File: src/uart_shadow_pkg.sv
package uart_shadow_pkg;

    // bus geometry
    localparam int ADDR_W = 32;
    localparam int DATA_W = 16;

    // register byte addresses
    localparam logic [31:0] OFS_DMA_MODE_ALIAS = 32'h5000_1194;
    localparam logic [31:0] OFS_FIFO_EN_ALIAS = 32'h5000_1198;
    localparam logic [31:0] OFS_RX_TRIG_ALIAS = 32'h5000_119c;
    localparam logic [31:0] OFS_FIFO_CONTROL_WORD = 32'h5000_1108;
    localparam logic [31:0] OFS_IRQ_STATUS = 32'h5000_11e0;
    localparam logic [31:0] OFS_IRQ_MASK = 32'h5000_11e4;
    localparam logic [31:0] OFS_FIFO_STATUS = 32'h5000_11e8;

    // fifo control word field positions
    localparam int FCW_EN_BIT = 0;
    localparam int FCW_RX_RST_BIT = 1;
    localparam int FCW_TX_RST_BIT = 2;
    localparam int FCW_DMA_BIT = 3;
    localparam int FCW_RX_TRIG_LSB = 6;

    // fifo status register field positions
    localparam int FST_TX_LEVEL_LSB = 8;

    // interrupt status bits
    localparam int IRQ_W = 3;
    localparam int IRQ_RX_AVAIL = 0;
    localparam int IRQ_FIFO_RESET = 1;
    localparam int IRQ_TX_EMPTY = 2;

    // values after reset
    localparam logic RST_DMA_MODE = 1'b0;
    localparam logic RST_FIFO_EN = 1'b0;
    localparam logic [1:0] RST_RX_TRIG = 2'h0;
    localparam logic [IRQ_W-1:0] RST_IRQ = 3'h0;
    localparam logic [DATA_W-1:0] RST_RDATA = 16'h0;

    typedef enum logic [1:0] {
        TRIG_ONE = 2'b00,
        TRIG_QUARTER = 2'b01,
        TRIG_HALF = 2'b10,
        TRIG_NEAR_FULL = 2'b11
    } rx_trig_t;

    typedef enum logic {
        DMA_MODE_SINGLE = 1'b0,
        DMA_MODE_BLOCK = 1'b1
    } dma_mode_t;

    typedef enum logic {
        REQ_IDLE = 1'b0,
        REQ_ACTIVE = 1'b1
    } req_state_t;

    typedef struct packed {
        logic [ADDR_W-1:0] addr;
        logic [DATA_W-1:0] wdata;
        logic wr;
        logic rd;
    } bus_req_t;

    typedef struct packed {
        logic enable;
        logic tx_reset;
        logic rx_reset;
    } fifo_ctrl_t;

    typedef struct packed {
        logic tx_n;
        logic rx_n;
    } dma_req_t;

endpackage
File: src/dma_request.sv
`timescale 1ns/1ps
module dma_request (
    input wire logic sys_clk,
    input wire logic rst,
    input wire uart_shadow_pkg::dma_mode_t mode,
    input wire logic single_cond,
    input wire logic block_start,
    input wire logic block_stop,
    output logic req_n
);
    import uart_shadow_pkg::*;

    req_state_t state_r;
    req_state_t state_nxt;
    logic req_n_r;
    logic req_n_nxt;

    // block mode holds the request from start until stop, so a burst is not split
    assign state_nxt = (state_r == REQ_IDLE) ? (block_start ? REQ_ACTIVE : REQ_IDLE)
                     : (block_stop ? REQ_IDLE : REQ_ACTIVE);
    assign req_n_nxt = (mode == DMA_MODE_BLOCK) ? (state_nxt != REQ_ACTIVE) : ~single_cond;

    // request state and active-low output
    always_ff @(posedge sys_clk or posedge rst) begin
        if (rst) begin
            state_r <= REQ_IDLE;
            req_n_r <= 1'b1;
        end else begin
            state_r <= state_nxt;
            req_n_r <= req_n_nxt;
        end
    end

    assign req_n = req_n_r;

    block_hold_a: assert property (
        @(posedge sys_clk) disable iff (rst)
        (mode == DMA_MODE_BLOCK && state_r == REQ_ACTIVE && !block_stop) |=> !req_n_r
    ) else $error("block request dropped before stop");

endmodule

File: src/rx_trigger_level.sv
`timescale 1ns/1ps
module rx_trigger_level #(
    parameter int DEPTH = 16,
    parameter int LEVEL_W = 5
) (
    input wire uart_shadow_pkg::rx_trig_t code,
    output logic [LEVEL_W-1:0] threshold
);
    import uart_shadow_pkg::*;

    // fill at which the received-data-available condition rises
    function automatic logic [LEVEL_W-1:0] trig_fill(input rx_trig_t c);
        case (c)
            TRIG_ONE: trig_fill = LEVEL_W'(1);
            TRIG_QUARTER: trig_fill = LEVEL_W'(DEPTH / 4);
            TRIG_HALF: trig_fill = LEVEL_W'(DEPTH / 2);
            TRIG_NEAR_FULL: trig_fill = LEVEL_W'(DEPTH - 2);
            default: trig_fill = LEVEL_W'(1);
        endcase
    endfunction

    assign threshold = trig_fill(code);

endmodule

File: src/uart_fifo_dma_shadow_controls.sv
`timescale 1ns/1ps
// Summary of operation
// - dma mode alias writes only dma bit
// - dma mode selects request signalling scheme
// - fifo enable alias writes only enable
// - one enable switches both fifos together
// - enable cleared after set resets fifos
// - trigger alias writes only receive trigger
// - trigger code sets receive available fill
// - block mode receive request follows trigger
module uart_fifo_dma_shadow_controls #(
    parameter int DEPTH = 16,
    parameter int LEVEL_W = 5
) (
    input wire logic sys_clk,
    input wire logic rst,
    input wire uart_shadow_pkg::bus_req_t bus,
    output logic [uart_shadow_pkg::DATA_W-1:0] rdata,
    input wire logic [LEVEL_W-1:0] rx_level,
    input wire logic [LEVEL_W-1:0] tx_level,
    output uart_shadow_pkg::fifo_ctrl_t fifo_ctrl,
    output uart_shadow_pkg::dma_req_t dma_req,
    output logic rx_avail,
    output logic irq
);
    import uart_shadow_pkg::*;

    // refuse shapes the trigger table and status layout cannot serve
    generate
        if (DEPTH < 4 || (DEPTH & (DEPTH - 1)) != 0) begin : g_bad_depth
            $error("DEPTH must be a power of two, at least 4");
        end
        if (LEVEL_W != $clog2(DEPTH + 1) || LEVEL_W > FST_TX_LEVEL_LSB) begin : g_bad_lw
            $error("LEVEL_W must equal clog2(DEPTH+1) and fit 8 bits");
        end
    endgenerate

    // address match, shared by write and read decode
    function automatic logic hit(input logic [ADDR_W-1:0] a, input logic [ADDR_W-1:0] ofs);
        hit = (a == ofs);
    endfunction

    // state kept for software
    dma_mode_t dma_mode_r;
    dma_mode_t dma_mode_nxt;
    logic fifo_en_r;
    logic fifo_en_nxt;
    rx_trig_t rx_trig_r;
    rx_trig_t rx_trig_nxt;
    logic [IRQ_W-1:0] irq_status_r;
    logic [IRQ_W-1:0] irq_status_nxt;
    logic [IRQ_W-1:0] irq_mask_r;
    logic [IRQ_W-1:0] irq_mask_nxt;

    // state driven toward the fifos and the pins
    logic rx_rst_r;
    logic rx_rst_nxt;
    logic tx_rst_r;
    logic tx_rst_nxt;
    logic rx_avail_r;
    logic rx_avail_nxt;
    logic tx_empty_r;
    logic tx_empty_nxt;
    logic irq_r;
    logic irq_nxt;
    logic [DATA_W-1:0] rdata_r;
    logic [DATA_W-1:0] rdata_nxt;

    // address decode
    logic [DATA_W-1:0] wd;
    logic hit_dma;
    logic hit_fen;
    logic hit_trig;
    logic hit_fcw;
    logic hit_stat;
    logic hit_mask;
    logic hit_fst;
    logic hit_any;

    assign wd = bus.wdata;
    assign hit_dma = hit(bus.addr, OFS_DMA_MODE_ALIAS);
    assign hit_fen = hit(bus.addr, OFS_FIFO_EN_ALIAS);
    assign hit_trig = hit(bus.addr, OFS_RX_TRIG_ALIAS);
    assign hit_fcw = hit(bus.addr, OFS_FIFO_CONTROL_WORD);
    assign hit_stat = hit(bus.addr, OFS_IRQ_STATUS);
    assign hit_mask = hit(bus.addr, OFS_IRQ_MASK);
    assign hit_fst = hit(bus.addr, OFS_FIFO_STATUS);
    assign hit_any = hit_dma | hit_fen | hit_trig | hit_fcw | hit_stat | hit_mask | hit_fst;

    // write strobes per register
    logic wr_dma;
    logic wr_fen;
    logic wr_trig;
    logic wr_fcw;
    logic wr_stat;
    logic wr_mask;

    assign wr_dma = bus.wr & hit_dma;
    assign wr_fen = bus.wr & hit_fen;
    assign wr_trig = bus.wr & hit_trig;
    assign wr_fcw = bus.wr & hit_fcw;
    assign wr_stat = bus.wr & hit_stat;
    assign wr_mask = bus.wr & hit_mask;

    // aliases and the control word land in one copy, so no stale mirror exists
    assign dma_mode_nxt = wr_dma ? dma_mode_t'(wd[0]) :
                          wr_fcw ? dma_mode_t'(wd[FCW_DMA_BIT]) : dma_mode_r;
    assign fifo_en_nxt = wr_fen ? wd[0] :
                         wr_fcw ? wd[FCW_EN_BIT] : fifo_en_r;
    assign rx_trig_nxt = wr_trig ? rx_trig_t'(wd[1:0]) :
                         wr_fcw ? rx_trig_t'(wd[FCW_RX_TRIG_LSB +: 2]) : rx_trig_r;

    // fifo controller reset on a falling enable, or on request in the control word
    logic fifo_off_edge;

    assign fifo_off_edge = fifo_en_r & ~fifo_en_nxt;
    assign rx_rst_nxt = fifo_off_edge | (wr_fcw & wd[FCW_RX_RST_BIT]);
    assign tx_rst_nxt = fifo_off_edge | (wr_fcw & wd[FCW_TX_RST_BIT]);

    // receive threshold; with fifos off a single held character counts
    logic [LEVEL_W-1:0] rx_thr;
    logic [LEVEL_W-1:0] eff_rx_thr;
    logic [LEVEL_W-1:0] tx_full_lvl;

    rx_trigger_level #(
        .DEPTH(DEPTH),
        .LEVEL_W(LEVEL_W)
    ) u_rx_trig (
        .code(rx_trig_r),
        .threshold(rx_thr)
    );

    assign eff_rx_thr = fifo_en_r ? rx_thr : LEVEL_W'(1);
    assign tx_full_lvl = fifo_en_r ? LEVEL_W'(DEPTH) : LEVEL_W'(1);
    assign rx_avail_nxt = (rx_level >= eff_rx_thr);
    assign tx_empty_nxt = (tx_level == '0);

    // interrupt events; a set in the clearing cycle survives
    logic [IRQ_W-1:0] irq_event;
    logic [IRQ_W-1:0] irq_clear;

    assign irq_event[IRQ_RX_AVAIL] = rx_avail_nxt & ~rx_avail_r;
    assign irq_event[IRQ_FIFO_RESET] = fifo_off_edge;
    assign irq_event[IRQ_TX_EMPTY] = tx_empty_nxt & ~tx_empty_r;
    assign irq_clear = wr_stat ? wd[IRQ_W-1:0] : '0;
    assign irq_status_nxt = (irq_status_r & ~irq_clear) | irq_event;
    assign irq_mask_nxt = wr_mask ? wd[IRQ_W-1:0] : irq_mask_r;
    assign irq_nxt = |(irq_status_nxt & irq_mask_nxt);

    // read mux; the control word itself is write only and reads zero
    logic [DATA_W-1:0] rd_val;
    logic [DATA_W-1:0] fst_val;

    assign fst_val = {{(DATA_W - FST_TX_LEVEL_LSB - LEVEL_W){1'b0}}, tx_level,
                      {(FST_TX_LEVEL_LSB - LEVEL_W){1'b0}}, rx_level};
    assign rd_val = hit_dma ? {{(DATA_W - 1){1'b0}}, dma_mode_r} :
                    hit_fen ? {{(DATA_W - 1){1'b0}}, fifo_en_r} :
                    hit_trig ? {{(DATA_W - 2){1'b0}}, rx_trig_r} :
                    hit_stat ? {{(DATA_W - IRQ_W){1'b0}}, irq_status_r} :
                    hit_mask ? {{(DATA_W - IRQ_W){1'b0}}, irq_mask_r} :
                    hit_fst ? fst_val : '0;
    // data stand only in the cycle after the strobe
    assign rdata_nxt = (bus.rd & hit_any) ? rd_val : '0;

    // software-visible registers
    always_ff @(posedge sys_clk or posedge rst) begin
        if (rst) begin
            dma_mode_r <= dma_mode_t'(RST_DMA_MODE);
            fifo_en_r <= RST_FIFO_EN;
            rx_trig_r <= rx_trig_t'(RST_RX_TRIG);
            irq_status_r <= RST_IRQ;
            irq_mask_r <= RST_IRQ;
        end else begin
            dma_mode_r <= dma_mode_nxt;
            fifo_en_r <= fifo_en_nxt;
            rx_trig_r <= rx_trig_nxt;
            irq_status_r <= irq_status_nxt;
            irq_mask_r <= irq_mask_nxt;
        end
    end

    // registered outputs and edge history
    always_ff @(posedge sys_clk or posedge rst) begin
        if (rst) begin
            rx_rst_r <= 1'b0;
            tx_rst_r <= 1'b0;
            rx_avail_r <= 1'b0;
            tx_empty_r <= 1'b1; // idle fifo is empty, so no false event after reset
            irq_r <= 1'b0;
            rdata_r <= RST_RDATA;
        end else begin
            rx_rst_r <= rx_rst_nxt;
            tx_rst_r <= tx_rst_nxt;
            rx_avail_r <= rx_avail_nxt;
            tx_empty_r <= tx_empty_nxt;
            irq_r <= irq_nxt;
            rdata_r <= rdata_nxt;
        end
    end

    // dma request generators; block mode uses trigger and full marks
    logic rx_req_n;
    logic tx_req_n;

    dma_request u_rx_req (
        .sys_clk(sys_clk),
        .rst(rst),
        .mode(dma_mode_r),
        .single_cond(rx_level != '0),
        .block_start(rx_level >= eff_rx_thr),
        .block_stop(rx_level == '0),
        .req_n(rx_req_n)
    );

    dma_request u_tx_req (
        .sys_clk(sys_clk),
        .rst(rst),
        .mode(dma_mode_r),
        .single_cond(tx_level == '0),
        .block_start(tx_level == '0),
        .block_stop(tx_level >= tx_full_lvl),
        .req_n(tx_req_n)
    );

    // one enable drives both fifos
    assign fifo_ctrl = '{enable: fifo_en_r, tx_reset: tx_rst_r, rx_reset: rx_rst_r};
    assign dma_req = '{tx_n: tx_req_n, rx_n: rx_req_n};
    assign rx_avail = rx_avail_r;
    assign irq = irq_r;
    assign rdata = rdata_r;

    dma_alias_wr_a: assert property (
        @(posedge sys_clk) disable iff (rst)
        wr_dma |=> (dma_mode_r == dma_mode_t'($past(wd[0])))
            && (fifo_en_r == $past(fifo_en_r)) && (rx_trig_r == $past(rx_trig_r))
    ) else $error("dma alias write wrong or disturbed other fields");

    single_rx_req_a: assert property (
        @(posedge sys_clk) disable iff (rst)
        (dma_mode_r == DMA_MODE_SINGLE && rx_level != '0) |=> !dma_req.rx_n
    ) else $error("single mode receive request missing");

    fen_alias_wr_a: assert property (
        @(posedge sys_clk) disable iff (rst)
        wr_fen |=> (fifo_en_r == $past(wd[0]))
            && (dma_mode_r == $past(dma_mode_r)) && (rx_trig_r == $past(rx_trig_r))
    ) else $error("fifo enable alias write wrong or disturbed other fields");

    fifo_gang_en_a: assert property (
        @(posedge sys_clk) disable iff (rst)
        (wr_fen ##1 !wr_fen && !wr_fcw) |=> fifo_ctrl.enable == $past(wd[0], 2)
    ) else $error("fifo enable did not follow write");

    fifo_off_reset_a: assert property (
        @(posedge sys_clk) disable iff (rst)
        $fell(fifo_en_r) |-> (fifo_ctrl.rx_reset && fifo_ctrl.tx_reset)
            ##1 (!fifo_ctrl.rx_reset || $past(wr_fcw))
    ) else $error("fifo reset not pulsed on disable");

    trig_alias_wr_a: assert property (
        @(posedge sys_clk) disable iff (rst)
        wr_trig |=> (rx_trig_r == rx_trig_t'($past(wd[1:0])))
            && (fifo_en_r == $past(fifo_en_r)) && (dma_mode_r == $past(dma_mode_r))
    ) else $error("trigger alias write wrong or disturbed other fields");

    near_full_thr_a: assert property (
        @(posedge sys_clk) disable iff (rst)
        (fifo_en_r && rx_trig_r == TRIG_NEAR_FULL && rx_level == LEVEL_W'(DEPTH - 3))
            |=> !rx_avail
    ) else $error("receive available raised below near-full mark");

    block_rx_wait_a: assert property (
        @(posedge sys_clk) disable iff (rst)
        (dma_mode_r == DMA_MODE_BLOCK && dma_req.rx_n && rx_level < eff_rx_thr)
            |=> dma_req.rx_n
    ) else $error("block mode receive request before trigger");

    shared_store_a: assert property (
        @(posedge sys_clk) disable iff (rst)
        wr_fcw ##1 (bus.rd && hit_trig)
            |=> rdata == {{(DATA_W - 2){1'b0}}, $past(wd[FCW_RX_TRIG_LSB +: 2], 2)}
    ) else $error("trigger alias does not read control word value");

    irq_sticky_a: assert property (
        @(posedge sys_clk) disable iff (rst)
        (irq_status_r[IRQ_FIFO_RESET] && !wr_stat) |=> irq_status_r[IRQ_FIFO_RESET]
    ) else $error("interrupt status bit lost without clear");

    irq_level_a: assert property (
        @(posedge sys_clk) disable iff (rst)
        irq == |(irq_status_r & irq_mask_r)
    ) else $error("interrupt output disagrees with status and mask");

    read_pulse_a: assert property (
        @(posedge sys_clk) disable iff (rst)
        !bus.rd |=> rdata == '0
    ) else $error("read data present without read strobe");

    fcw_write_all_a: assert property (
        @(posedge sys_clk) disable iff (rst)
        wr_fcw |=> (fifo_en_r == $past(wd[FCW_EN_BIT]))
            && (dma_mode_r == dma_mode_t'($past(wd[FCW_DMA_BIT])))
            && (rx_trig_r == rx_trig_t'($past(wd[FCW_RX_TRIG_LSB +: 2])))
    ) else $error("control word write did not reach all fields");

    fifo_no_reset_a: assert property (
        @(posedge sys_clk) disable iff (rst)
        (!fifo_en_r && !wr_fcw) |=> (!fifo_ctrl.rx_reset && !fifo_ctrl.tx_reset)
    ) else $error("fifo reset without a falling enable");

    resets_paired_a: assert property (
        @(posedge sys_clk) disable iff (rst)
        !$past(wr_fcw) |-> (fifo_ctrl.rx_reset == fifo_ctrl.tx_reset)
    ) else $error("fifo resets split without a control word write");

    one_char_thr_a: assert property (
        @(posedge sys_clk) disable iff (rst)
        (fifo_en_r && rx_trig_r == TRIG_ONE && rx_level != '0) |=> rx_avail
    ) else $error("receive available missing at one character");

    quarter_thr_a: assert property (
        @(posedge sys_clk) disable iff (rst)
        (fifo_en_r && rx_trig_r == TRIG_QUARTER && rx_level == LEVEL_W'(DEPTH / 4 - 1))
            |=> !rx_avail
    ) else $error("receive available raised below quarter mark");

    half_thr_a: assert property (
        @(posedge sys_clk) disable iff (rst)
        (fifo_en_r && rx_trig_r == TRIG_HALF && rx_level == LEVEL_W'(DEPTH / 2))
            |=> rx_avail
    ) else $error("receive available missing at half mark");

    block_rx_release_a: assert property (
        @(posedge sys_clk) disable iff (rst)
        (dma_mode_r == DMA_MODE_BLOCK && rx_level == '0) |=> dma_req.rx_n
    ) else $error("block mode receive request held with empty fifo");

    single_tx_req_a: assert property (
        @(posedge sys_clk) disable iff (rst)
        (dma_mode_r == DMA_MODE_SINGLE && tx_level != '0) |=> dma_req.tx_n
    ) else $error("single mode transmit request with data waiting");

    block_tx_hold_a: assert property (
        @(posedge sys_clk) disable iff (rst)
        (dma_mode_r == DMA_MODE_BLOCK && fifo_en_r && !dma_req.tx_n
            && tx_level < LEVEL_W'(DEPTH)) |=> !dma_req.tx_n
    ) else $error("block mode transmit request dropped before full");

endmodule

File: config.mk
export PLATFORM = sky130hd
export DESIGN_NAME = uart_fifo_dma_shadow_controls
export DESIGN_NICKNAME = d
export VERILOG_FILES = /design/src/uart_shadow_pkg.sv /design/src/dma_request.sv /design/src/rx_trigger_level.sv /design/src/uart_fifo_dma_shadow_controls.sv
export SDC_FILE = /design/constraint.sdc
export NUM_CORES = 1
export LEC_CHECK = 0
export ABC_AREA = 1
export BUFFER_PORTS_ARGS = -buffer_cell sky130_fd_sc_hd__buf_4
export CORE_UTILIZATION = 30
export CTS_CLUSTER_DIAMETER = 30
export CTS_CLUSTER_SIZE = 40
export DETAILED_ROUTE_END_ITERATION = 8
export GPL_TIMING_DRIVEN = 0
export PLACE_DENSITY = 0.66
export SKIP_CTS_REPAIR_TIMING = 1
export SLEW_MARGIN = 20
export SYNTH_ARGS = -nofsm -noshare
export SYNTH_HDL_FRONTEND = slang
export SYNTH_SLANG_ARGS = --single-unit
export TNS_END_PERCENT = 1
File: constraint.sdc
create_clock -name sys_clk -period 1.8 [get_ports sys_clk]
set_input_delay 0.36 -clock sys_clk [delete_from_list [all_inputs] [get_ports sys_clk]]
set_output_delay 0.36 -clock sys_clk [all_outputs]
set_load 0.005 [all_outputs]
==> results of run 1 <==
[synth_stat cells (3+ instances only)]
cell type and count:
nor3_1 5, nand2_1 57, dfrtp_1 26, dfstp_2 3
inv_2 4, nand2_2 6, nand2_4 3, ha_1 6
a21oi_1 5, nor2_2 6, buf_4 11, nor2_1 29
nor2_4 5, nand3_4 3, nand3_1 7, inv_1 44
o21ai_0 14, nor3_2 5
[state kept, by name, indices dropped and copies added, names as in the netlist]
| name | flops |
|---|---|
| rdata | 10 |
| irq_mask_r | 3 |
| irq_status_r | 3 |
| rx_trig_r | 2 |
| dma_mode_r | 1 |
| fifo_en_r | 1 |
| irq | 1 |
| rx_avail | 1 |
| rx_rst_r | 1 |
| tx_empty_r | 1 |
| tx_rst_r | 1 |
| u_rx_req.req_n | 1 |
| u_rx_req.state_r | 1 |
| u_tx_req.req_n | 1 |
| u_tx_req.state_r | 1 |
[power by group through the flow]
stage | Sequential, uW | Clock, uW | Combinational [uW]
2_1_floorplan | 675 | 0 | 82.8
3_3_place_gp | 677 | 0 | 198
3_5_place_dp | 677 | 0 | 203
4_1_cts | 665 | 705 | 203
5_1_grt | 665 | 734 | 228
6_report | 665 | 687 | 205
[worst max path at each step]
| stage | start | to | slack (ns) | depth (start not counted) |
|---|---|---|---|---|
| after CTS | fifo_en_r$_DFF_PP0_ | irq$_DFF_PP0_ | -0.23 | 12 |
| after detailed placement | fifo_en_r$_DFF_PP0_ | irq$_DFF_PP0_ | -0.21 | 12 |
| after global routing | fifo_en_r$_DFF_PP0_ | irq$_DFF_PP0_ | -0.13 | 12 |
| after floorplan | fifo_en_r$_DFF_PP0_ | irq$_DFF_PP0_ | 0.05 | 12 |
| after global placement | fifo_en_r$_DFF_PP0_ | irq$_DFF_PP0_ | -0.20 | 12 |
| final | rx_trig_r[0]$_DFFE_PP0P_ | irq$_DFF_PP0_ | 0.04 | 12 |
[critical path: stages, from the launching register on]
cell,delay [ns]
dfrtp_2,0.42
o21ai_2,0.13
ha_1,0.23
o21a_1,0.18
o21a_1,0.18
o21ai_2,0.12
nand2_2,0.09
nand2_2,0.07
nand2_2,0.06
nand2_1,0.06
nand2_1,0.05
clkinv_1,0.04
nand2_1,0.04
[per-layer routing]
| layer | routed length, um | track usage, % | up-vias | part of all wire [%] |
|---|---|---|---|---|
| li1 | - | - | 970 | - |
| met1 | 1990 | 16.4 | 834 | 43 |
| met2 | 2280 | 23.9 | 52 | 49 |
| met3 | 274 | 3.86 | 8 | 6.0 |
| met4 | 63 | 4.86 | 0 | 1.4 |
| met5 | 0 | 0 | - | 0 |
[cell families after synthesis]
family	Yosys count	share of synthesized area [%]
DFF	29	36.3
and+or+nand+nor	137	37.5
buffers and inverters	61	13.4
AOI/OAI and AO/OA	29	8.89
adders and majority gates	6	3.73
other	1	0.186
[layout by cell type (no fill, tap or decap), types with 5 or more instances in the layout]
cell type  count
a21oi_1        5
buf_4         84
clkbuf_8       6
conb_1         6
dfrtp_1       23
ha_1           6
inv_1         43
inv_2          5
nand2_1       54
nand2_2        9
nand3_1        7
nor2_1        29
nor2_2         6
nor2_4         5
nor3_1         5
nor3_2         5
o21ai_0       11
[stage by stage]
| step | std cells | util, % | hold WS, ns | setup WS [ns] | power (uW) |
|---|---|---|---|---|---|
| 6_report | 426 | 43.8 | 0.155 | 0.0354 | 1560 |
| 5_1_grt | 426 | 43.8 | 0.207 | -0.125 | 1630 |
| 4_1_cts | 421 | 42.9 | 0.209 | -0.233 | 1570 |
| 3_5_place_dp | 413 | 41.1 | 0.449 | -0.212 | 879 |
| 3_3_place_gp | 413 | 41.1 | 0.447 | -0.205 | 874 |
| 2_1_floorplan | 268 | - | 0.394 | 0.0494 | 758 |
[cell type report]
class,count,area (um2)
Fill cell,648,3610
Multi-Input combinational cell,178,1050
Sequential cell,29,733
Timing Repair Buffer,73,548
Inverter,50,188
Tap cell,77,96.3
Clock buffer,7,86.3
Buffer,11,82.6
Clock inverter,1,30.0
==> out/qor.yml, run 1 <==
switching_share_pct: 21.6
setup_violations: 0
fp.dieW_um: 83.9
area_delta_synth_final_pct: 39.7
routedWlPerCell_um: 10.8
finClkSkew_ns: 0.00657
vias_per_cell: 4.38
ir_drop_mv: 0.327
fin_setup_tns_ns: 0
critPathArrivalTime_ns: 1.94
violations: "DRC"
num_rows: 29
port_buffers: 68
syn_area_um2: 2010
final_cell_area_um2: 2810
tightest_slew_ns: 0.613
antenna_found_initial: 0
ys_seq_area_share_pct: 36.3
post-dp-hpwl_mm: 3.80
ys_types: 37
routed_wl_mm: 4.60
drc: 13
combPwrFrac_pct: 13.1
nNetsFinal: 416
clock_latency_ns: 0.28
synth_area_leader_cell: "dfrtp_1"
vias: 1864
synth-edff-count: 0
gp_congestion: 0.850
reg2reg_slack_ns: 0.04
p_int_uw: 1220
grt_pass1_wl_mm: 7.76
path_clk_slew_ns: 0.06
die_h_um: 83.9
drt-initial-drc-count: 55
start_util_pct: 31.3
coreArea_um2: 6420
clockBufferDepth: 2
clock_sinks: 29
rsz0062_at_grt: "yes"
ant_nets: 0
max_freq_mhz: 567
synthTopCellsByArea: "dfrtp_1, nand2_1, inv_1"
n_antenna_cell: 0
reg2reg_depth: 12
hold_viol_final: 0
finalCriticalPeriod_ns: 1.76
syn_avg_cell_area_um2: 7.65
relSlewSlack_pct: 59.1
drive_above_1_share_pct: 40.7
grt_pass1_vias: 1769
criticalPathCategory: "flip-flop to flip-flop"
cts_max_level: 2
placed_area_um2: 2640
ioPinCount: 85
fin_crit_sh_pct: 98.0
status: "complete, but fails checks"
ys_seq_elements: 29
grt_max_degree: 30
synth_cells: 263
dieArea_um2: 7040
drv_slew: 0
p_leak_uw: 0.00143
synth_top_area_share_pct: 32.3
end_kind: "flip-flop"
p_switching_uw: 336
cts-buffers-inserted: 5
seqPwrFrac_pct: 42.7
cts_tree: "done"
power_frac_clock_pct: 44.1
synth_ff_type: "dfrtp_1"
cts-root-buf: "clkbuf_8"
synth_warnings: 0
synth-async-reset-ratio_pct: 100
cap_violations: 0
drtPass1Iterations: 6
grt.total_usage_pct: 13.8
hold_class: "input pin to async pin"
crit_path_max_fanout: 3
required_ns: 1.97
rr_endpoint: "irq$_DFF_PP0_"
cp-start-kind: "flip-flop"
overflow: 0
rr_startpoint: "rx_trig_r[0]$_DFFE_PP0P_"
p_per_area_nw_per_um2: 554
No activity file was read; power rests on OpenSTA's default activity.
==> run 2, diff against run 1 <==
--- a/config.mk
+++ b/config.mk
@@ -12,6 +12,7 @@
 export CTS_CLUSTER_SIZE = 40
 export DETAILED_ROUTE_END_ITERATION = 8
 export GPL_TIMING_DRIVEN = 0
+export MAX_ROUTING_LAYER = met4
 export PLACE_DENSITY = 0.66
 export SKIP_CTS_REPAIR_TIMING = 1
 export SLEW_MARGIN = 20
==> out/qor.yml, run 2 (synthesis gave the netlist of run 1 again) <==
seq_area_um2: 733
p_int_uw: 1220
port_buffers: 68
grt_pass1_wl_mm: 7.76
reg2reg_depth: 12
coreArea_um2: 6420
grt.total_usage_pct: 14.2
p_switching_uw: 336
crit_buf_inv: 1
status: "complete, but fails checks"
path_clk_slew_ns: 0.06
rsz0062_at_grt: "yes"
area_delta_synth_final_pct: 39.7
overflow: 0
drc: 13
largest_reg_flops: 10
hold_viol_final: 0
critPathMaxStageDelay_ns: 0.42
rr_startpoint: "rx_trig_r[0]$_DFFE_PP0P_"
start_util_pct: 31.3
finalCriticalPeriod_ns: 1.76
violations: "DRC"
hold_class: "input pin to async pin"
drive_above_1_share_pct: 40.7
cts_tree: "done"
fin_setup_tns_ns: 0
combPwrFrac_pct: 13.1
grt_max_degree: 30
nNetsFinal: 416
fp.dieW_um: 83.9
required_ns: 1.97
routed_wl_mm: 4.60
cts-buffers-inserted: 5
cts_max_level: 2
layout_setup_ws_ns: 0.0354
grt_pass1_vias: 1768
cts-root-buf: "clkbuf_8"
cap_violations: 0
final_cell_mix: "buf_4, nand2_1, inv_1, nor2_1, dfrtp_1"
ioPinCount: 85
switching_share_pct: 21.6
p_per_area_nw_per_um2: 554
gp_congestion: 0.863
clockBufferDepth: 2
die_h_um: 83.9
relSlewSlack_pct: 59.1
antenna_found_initial: 0
drtPass1Iterations: 6
critPathArrivalTime_ns: 1.94
n_antenna_cell: 0
seqPwrFrac_pct: 42.7
vias_per_cell: 4.38
finClkSkew_ns: 0.00657
clock_sinks: 29
place_ws_ns: -0.212
tightest_slew_ns: 0.613
nFillCells: 648
reg2reg_slack_ns: 0.04
drt-initial-drc-count: 57
post-dp-hpwl_mm: 3.80
critPathSlowestCell: "dfrtp_2"
ant_nets: 0
dieArea_um2: 7040
p_leak_uw: 0.00143
setup_violations: 0
fin_crit_sh_pct: 98.0
cp-start-kind: "flip-flop"
rr_endpoint: "irq$_DFF_PP0_"
multi_input_area_um2: 1050
power_frac_clock_pct: 44.1
clock_latency_ns: 0.28
drv_slew: 0
num_rows: 29
end_kind: "flip-flop"
crit_family: "compound AO/OA/AOI/OAI gates"
routedWlPerCell_um: 10.8
ir_drop_mv: 0.327
worstPathCellList: "o21ai_2, ha_1, o21a_1, o21a_1, o21ai_2, nand2_2, nand2_2, nand2_2, nand2_1, nand2_1, clkinv_1, nand2_1"
crit_path_max_fanout: 3
layout_commonest_cell: "buf_4"
criticalPathCategory: "flip-flop to flip-flop"
max_freq_mhz: 567
vias: 1864
-- run 2: cell counts in the layout (fill, tap and decap cells not counted) --
Identical to the previous run, type by type.
-- run 2: worst max path at each step --
stage                                   from             to  depth (start not counted)
floorplan                fifo_en_r$_DFF_PP0_  irq$_DFF_PP0_                         12
global placement         fifo_en_r$_DFF_PP0_  irq$_DFF_PP0_                         12
detailed placement       fifo_en_r$_DFF_PP0_  irq$_DFF_PP0_                         12
CTS                      fifo_en_r$_DFF_PP0_  irq$_DFF_PP0_                         12
global route             fifo_en_r$_DFF_PP0_  irq$_DFF_PP0_                         12
finish              rx_trig_r[0]$_DFFE_PP0P_  irq$_DFF_PP0_                         12
-- run 2: power groups by stage --
stage / registers (uW) / clock network (uW) / logic, uW
6_report: 665 / 687 / 205
2_1_floorplan: 675 / 0 / 82.8
5_1_grt: 665 / 734 / 228
3_5_place_dp: 677 / 0 / 203
4_1_cts: 665 / 705 / 203
3_3_place_gp: 677 / 0 / 198
-- run 2: area by class of cell --
| class | instances | area share [%] |
|---|---|---|
| multi-input combinational | 178 | 37.2 |
| sequential | 29 | 26.1 |
| timing repair buffer | 73 | 19.5 |
| inverter | 50 | 6.68 |
| tap | 77 | 3.43 |
| clock buffer | 7 | 3.07 |
| buffer | 11 | 2.94 |
| clock inverter | 1 | 1.07 |
-- run 2: metrics by stage --
stage          total power, uW  area [um2]  std cells  hold slack (ns)  utilization (%)
2_1_floorplan              758        2030        268            0.394                -
3_3_place_gp               874        2640        413            0.447             41.1
3_5_place_dp               879        2640        413            0.449             41.1
4_1_cts                   1570        2750        421            0.209             42.9
5_1_grt                   1630        2810        426            0.207             43.8
6_report                  1560        2810        426            0.155             43.8
-- run 2: metal layers --
layer,share of wire (%),GRT usage (%),vias to the layer above
met5,0,-,-
met4,1.4,4.86,0
met3,5.4,3.56,8
met2,49,23.9,52
met1,44,16.6,834
li1,-,-,970
